File: config.mk
export PLATFORM = sky130hd
export DESIGN_NAME = pfrs_seq
export DESIGN_NICKNAME = d
export VERILOG_FILES = /design/src/rtl/pfrs_pkg.sv /design/src/rtl/pfrs_seq.sv
export VERILOG_INCLUDE_DIRS = /design/src /design/src/rtl
export SDC_FILE = /design/constraint.sdc
export NUM_CORES = 1
export LEC_CHECK = 0
export BUFFER_PORTS_ARGS = -buffer_cell sky130_fd_sc_hd__buf_2
export CELL_PAD_IN_SITES_DETAIL_PLACEMENT = 1
export CELL_PAD_IN_SITES_GLOBAL_PLACEMENT = 2
export CORE_MARGIN = 10
export CORE_UTILIZATION = 32
export CTS_CLUSTER_SIZE = 10
export DETAILED_ROUTE_END_ITERATION = 10
export GPL_TIMING_DRIVEN = 0
export PLACE_DENSITY = 0.91
export SETUP_SLACK_MARGIN = 0.3
export SLEW_MARGIN = 15
export SYNTH_ARGS = -nofsm -noshare
export SYNTH_HDL_FRONTEND = slang
export SYNTH_SLANG_ARGS = --single-unit
File: constraint.sdc
create_clock -name CLK -period 4.2 [get_ports CLK]
set_clock_uncertainty 0.1 [all_clocks]
set_input_delay 0.84 -clock CLK [delete_from_list [all_inputs] [get_ports CLK]]
set_output_delay 0.84 -clock CLK [all_outputs]
set_load 0.03 [all_outputs]
File: src/rtl/pfrs_regs.svh
`ifndef PFRS_REGS_SVH
`define PFRS_REGS_SVH
// ==========================================================================
// Vector addresses
`define PFRS_VEC_PFAIL 16'h001c
`define PFRS_VEC_OFFSET 16'h0100
`define PFRS_VEC_RESTART 16'h0000
// ==========================================================================
// Grace period timing
`define PFRS_CLK_HZ 50000000
`define PFRS_GRACE_US 900
`define PFRS_GRACE_CYC ((`PFRS_GRACE_US * (`PFRS_CLK_HZ / 1000000)))
`define PFRS_TMR_W 16
`endif

File: src/rtl/pfrs_pkg.sv
package pfrs_pkg;
	typedef enum logic [2:0] {
		PFRS_ST_DOWN,
		PFRS_ST_RUN,
		PFRS_ST_IRQ,
		PFRS_ST_GRACE,
		PFRS_ST_HALT
	} pfrs_state_t;

	// Option straps, already at the clock's level
	typedef struct packed {
		logic auto_startup_option;
		logic irq_independence_strap_n;
		logic high_prio_vector_offset_n;
	} pfrs_cfg_t;

	// Instruction strobes from the core
	typedef struct packed {
		logic powerfail_irq_enable_instr;
		logic powerfail_irq_disable_instr;
		logic global_irq_enable_instr;
		logic global_irq_disable_instr;
	} pfrs_instr_t;

	typedef struct packed {
		pfrs_state_t st;
		logic [1:0] fail_sync;
		logic [1:0] good_sync;
		logic pf_en;
		logic glb_en;
		logic irq;
		logic [15:0] vector;
		logic halt;
		logic mem_protect;
		logic load_pc;
		logic [15:0] pc_value;
		logic run;
		logic [15:0] tmr;
	} pfrs_state_s_t;
endpackage

File: src/rtl/pfrs_seq.sv
// How it works
// - Power loss raises interrupt request
// - Vector 001C, or 011C when offset
// - Halt and protect 0.9 ms after handler
// - Power back: memory on, PC zero, run
// - Restart every power-up from address zero
// - Option fitted: only dedicated instructions gate
// - Otherwise global enable gates, dedicated ignored
// - Auto start-up raises no interrupt
// - Auto start-up otherwise restarts identically
// - Strap low makes interrupt independent
// - Offset strap low adds 100 to vector
`timescale 1ns/100ps
`include "pfrs_regs.svh"
module pfrs_seq
	import pfrs_pkg::*;
(
	input wire logic CLK,
	input wire logic SRST,
	input wire logic POWER_FAIL,
	input wire logic POWER_GOOD,
	input wire pfrs_cfg_t CFG,
	input wire pfrs_instr_t INSTR,
	input wire logic IRQ_ACK,
	output logic PF_IRQ,
	output logic [15:0] PF_VECTOR,
	output logic HALT,
	output logic MEM_PROTECT,
	output logic LOAD_PC,
	output logic [15:0] PC_VALUE,
	output logic RUN
);
	localparam logic [15:0] GRACE_CYC = 16'(`PFRS_GRACE_CYC);

	pfrs_state_s_t s_reg;
	pfrs_state_s_t s_next;
	logic fail_s;
	logic good_s;
	logic gate_open;

	// ==========================================================================
	// Next-state logic
	always_comb
	begin
		s_next = s_reg;
		s_next.load_pc = 1'b0;
		// Second stage only is read downstream
		s_next.fail_sync = {s_reg.fail_sync[0], POWER_FAIL};
		s_next.good_sync = {s_reg.good_sync[0], POWER_GOOD};
		fail_s = s_reg.fail_sync[1];
		good_s = s_reg.good_sync[1];
		// Enable latches follow instruction strobes; enable wins a tie
		if (INSTR.powerfail_irq_disable_instr)
			s_next.pf_en = 1'b0;
		if (INSTR.powerfail_irq_enable_instr)
			s_next.pf_en = 1'b1;
		if (INSTR.global_irq_disable_instr)
			s_next.glb_en = 1'b0;
		if (INSTR.global_irq_enable_instr)
			s_next.glb_en = 1'b1;
		// Strap picks which enable gates the request
		if (!CFG.irq_independence_strap_n)
			gate_open = s_reg.pf_en;
		else
			gate_open = s_reg.glb_en;
		unique case (s_reg.st)
			PFRS_ST_DOWN:
			begin
				s_next.mem_protect = 1'b1;
				s_next.halt = 1'b1;
				s_next.run = 1'b0;
				if (good_s && !fail_s)
				begin
					// Same sequence on every power application
					s_next.mem_protect = 1'b0;
					s_next.halt = 1'b0;
					s_next.load_pc = 1'b1;
					s_next.pc_value = `PFRS_VEC_RESTART;
					s_next.run = 1'b1;
					s_next.st = PFRS_ST_RUN;
				end
			end
			PFRS_ST_RUN:
			begin
				if (fail_s)
				begin
					if (CFG.auto_startup_option)
					begin
						// No handler, so halt without grace
						s_next.st = PFRS_ST_HALT;
					end
					else
					begin
						s_next.vector = `PFRS_VEC_PFAIL;
						if (!CFG.high_prio_vector_offset_n)
							s_next.vector = `PFRS_VEC_PFAIL + `PFRS_VEC_OFFSET;
						s_next.st = PFRS_ST_IRQ;
					end
				end
			end
			PFRS_ST_IRQ:
			begin
				// Request follows the gate until the core takes it
				s_next.irq = gate_open;
				if (s_reg.irq && IRQ_ACK)
				begin
					s_next.irq = 1'b0;
					s_next.tmr = GRACE_CYC;
					s_next.st = PFRS_ST_GRACE;
				end
				else if (good_s && !fail_s)
				begin
					// Glitch recovered before service; keep running
					s_next.irq = 1'b0;
					s_next.st = PFRS_ST_RUN;
				end
			end
			PFRS_ST_GRACE:
			begin
				s_next.tmr = s_reg.tmr - 16'h0001;
				if (s_reg.tmr == 16'h0001)
					s_next.st = PFRS_ST_HALT;
			end
			PFRS_ST_HALT:
			begin
				s_next.run = 1'b0;
				s_next.halt = 1'b1;
				s_next.mem_protect = 1'b1;
				s_next.st = PFRS_ST_DOWN;
			end
		endcase
	end

	// ==========================================================================
	// State register
	always_ff @(posedge CLK)
	begin
		if (SRST)
		begin
			s_reg <= '0;
			s_reg.st <= PFRS_ST_DOWN;
			s_reg.halt <= 1'b1;
			s_reg.mem_protect <= 1'b1;
		end
		else
			s_reg <= s_next;
	end

	assign PF_IRQ = s_reg.irq;
	assign PF_VECTOR = s_reg.vector;
	assign HALT = s_reg.halt;
	assign MEM_PROTECT = s_reg.mem_protect;
	assign LOAD_PC = s_reg.load_pc;
	assign PC_VALUE = s_reg.pc_value;
	assign RUN = s_reg.run;

	// ==========================================================================
	// Grace watch: cycles since the core took the request
	// A plain counter, since a delay range this long would stall the checker
	logic grace_on;
	logic [15:0] grace_cnt;
	localparam logic [15:0] GRACE_END = 16'(`PFRS_GRACE_CYC + 1);

	always_ff @(posedge CLK)
	begin
		if (SRST)
		begin
			grace_on <= 1'b0;
			grace_cnt <= 16'h0000;
		end
		else if (PF_IRQ && IRQ_ACK)
		begin
			grace_on <= 1'b1;
			grace_cnt <= 16'h0000;
		end
		else if (grace_on)
		begin
			grace_cnt <= grace_cnt + 16'h0001;
			if (HALT)
				grace_on <= 1'b0; // Watch ends once the halt is seen
		end
	end
endmodule

==> metrics.cfg <==
[status]
outcome = complete, no violations

[power_and_ir_drop]
vdd_drop_max_mv = 0.08692
p_leak_nw = 0.9483
p_total_mw = 0.6174
p_per_area_mw_per_mm2 = 298.3

[synthesis]
netlist_instances = 201
synth_cell_types = 43
ys_ff_latch = 31
synth_top_area_share = 0.3658
synth_area_per_cell_um2 = 8.441
yosysSeqAreaShare = 0.3658
yosysWarnings = 0
synth.area.top_cells = dfxtp_1 37%, buf_4 15%, a21oi_1 4.7%
synth_top_area_cell = dfxtp_1
synth_area_mm2 = 0.001697

[hold_path]
hold_class = reg2reg

[worst_setup_path]
critPathArrivalTime_ns = 2.25
critPathMaxFanout = 10
crit_path_max_incr_delay_ns = 0.60
criticalPathCategory = in2reg
cp_data_required_time_ns = 4.31
crit_slowest_cell = or4_1
path_cells = buf_2 -> a21o_1 -> nand4_1 -> or4_1 -> a31oi_1
start_kind = input port
cp-end-kind = register

[floorplan]
dieArea_mm2 = 0.008615
die_x_um = 92.82
io_pins = 49
dieHeight_um = 92.82
initial_utilization = 0.3301
rows = 26
fp.coreArea_mm2 = 0.005140

[detailed_routing]
drc = 0
dr.first_iter.drc_count = 60
num_vias = 1536
via_per_inst = 4.712
wirelength_mm = 4.252
drtAntennaViolNets = 0
drtPass1Iterations = 4
wire_per_inst_um = 13.04

[finish]
seqCellArea_um2 = 620.6
nNetsFinal = 269
multi_input_area_um2 = 878.3
antenna_cells = 0
nFillCells = 684
syn_to_final_growth_pct = 21.98
drive_gt1_frac = 0.2852
largest_reg_flops = 21

[global_route]
grt_pass1_wl_mm = 7.044
grt_max_degree = 11
grt_overflow = 0
grt_usage = 0.09959
grt_pass1_vias = 1451
antenna_found_initial = 0

[sta]
fin_crit_sh = 0.5093
maxSlewViolCount = 0
hold_ws_ns = 0.3407
worstMarginPinSlew_ns = 0.5643
hold_viol = 0
final.setup.tns_ns = 0
relSlewSlack = 0.6238
fmax_ghz = 0.4675
rsz0062_at_grt = false
finalSetupViolations = 0
period_minus_slack_ns = 2.139

[clock_network]
clkTransAtPathRegs_ns = 0.07
cts_max_path_buffers = 2
post_cts_buffers = 0
cts_buffers = 5
cts_hold_buf = 0
h-tree-depth = 2
clk_latency_ns = 0.28
cts_root_buffer = clkbuf_8
cts_tree = yes
clock-sinks = 31
ctsResizeCount = 0

[placed_design]
io_buffers = 20
gp_congestion = 0.7520
dp_hpwl_mm = 3.327

[job]
drv_cap = 0

-- stage by stage --
stage,setup WS (ns),cells,util,instance area (um2)
after global placement,1.828,318,0.3863,1986
after global routing,1.970,326,0.4026,2069
after floorplan,2.148,228,-,1798
after CTS,2.063,326,0.4026,2069
after detailed placement,1.783,318,0.3863,1986
final,2.061,326,0.4026,2069
-- cell families (layout without fill, tap and decap cells) --
logic type	count (synthesis)	count (layout)	share of synthesized area
buffers and inverters	46	74	0.1762
AND/OR/NAND/NOR	71	71	0.2478
XOR/XNOR	3	3	0.01549
multiplexers	2	2	0.01327
AO/OA/AOI/OAI	45	45	0.1645
adder cells (fa/ha/maj)	2	2	0.01475
other	1	28	0.002210
flip-flops	31	31	0.3658
-- critical path, delay by kind of cell --
kind,cells,cell delay [ns]
compound gates,2,0.34
buf+inv,1,0.12
simple gates,2,0.94
-- Yosys cell counts (all sizes together) --
| cell type | number |
|---|---|
| nand2b | 2 |
| o311ai | 2 |
| nor4 | 3 |
| nor4b | 2 |
| nor3 | 5 |
| o21a | 1 |
| or4 | 5 |
| a211oi | 3 |
| or2 | 5 |
| mux2 | 2 |
| nor4bb | 1 |
| a22o | 1 |
| nor3b | 1 |
| xor2 | 1 |
| a31oi | 9 |
| buf | 36 |
| xnor2 | 2 |
| nand4 | 2 |
| and3 | 1 |
| a21oi | 16 |
| clkbuf | 4 |
| nand4b | 2 |
| or3 | 7 |
| a21o | 2 |
| inv | 6 |
| o21ai | 5 |
| nand3 | 5 |
| ha | 2 |
| nor2 | 18 |
| conb | 1 |
| dfxtp | 31 |
| a211o | 1 |
| nand3b | 2 |
| o31ai | 4 |
| nor2b | 8 |
| o211ai | 1 |
| nand2 | 2 |
-- layout make-up --
class                      instances  share of cell area
buffer                            40              0.1336
clock buffer                       5             0.03325
clock inverter                     3            0.007255
inverter                           6             0.01088
multi-input combinational        151              0.4244
sequential                        31              0.2999
tap                               70             0.04232
timing repair buffer              20             0.04837
-- cell usage in the layout, fill, tap and decap left out, types with 3 or more instances in the layout --
cell and instances:
a211oi_1 3, a21oi_1 16, a31oi_1 9, buf_2 22, buf_4 33, clkbuf_1 4
clkbuf_8 5, clkinv_2 3, conb_1 28, dfxtp_1 31, inv_1 6, nand3_1 5
nor2_1 18, nor2b_1 8, nor3_1 5, nor4_1 3, o21ai_0 5, o31ai_1 4
or2_2 4, or3_1 5, or4_1 5
-- power breakdown --
| group | total [mW] | internal (mW) | leakage [nW] | switching, mW |
|---|---|---|---|---|
| Clock | 0.228 | 0.113 | 0.0477 | 0.115 |
| Combinational | 0.0882 | 0.0309 | 0.649 | 0.0573 |
| Sequential | 0.301 | 0.299 | 0.251 | 0.00258 |
-- final timing paths --
check,end,startpoint,slack (ns),cells after the start
worst max-delay path,s_reg[13],IRQ_ACK,2.06,5
worst min-delay path,good_s,s_next[56],0.34,1
worst max register to register,s_reg[13],s_reg[61],2.21,4
worst min register to register,good_s,s_next[56],0.34,1
-- metal layers --
layer	GRT usage	wire length [um]
met5	0	0
met4	0.03856	65
met3	0.04358	312
met2	0.1595	1995
met1	0.1141	1878
(Power assumes the default switching activity.)
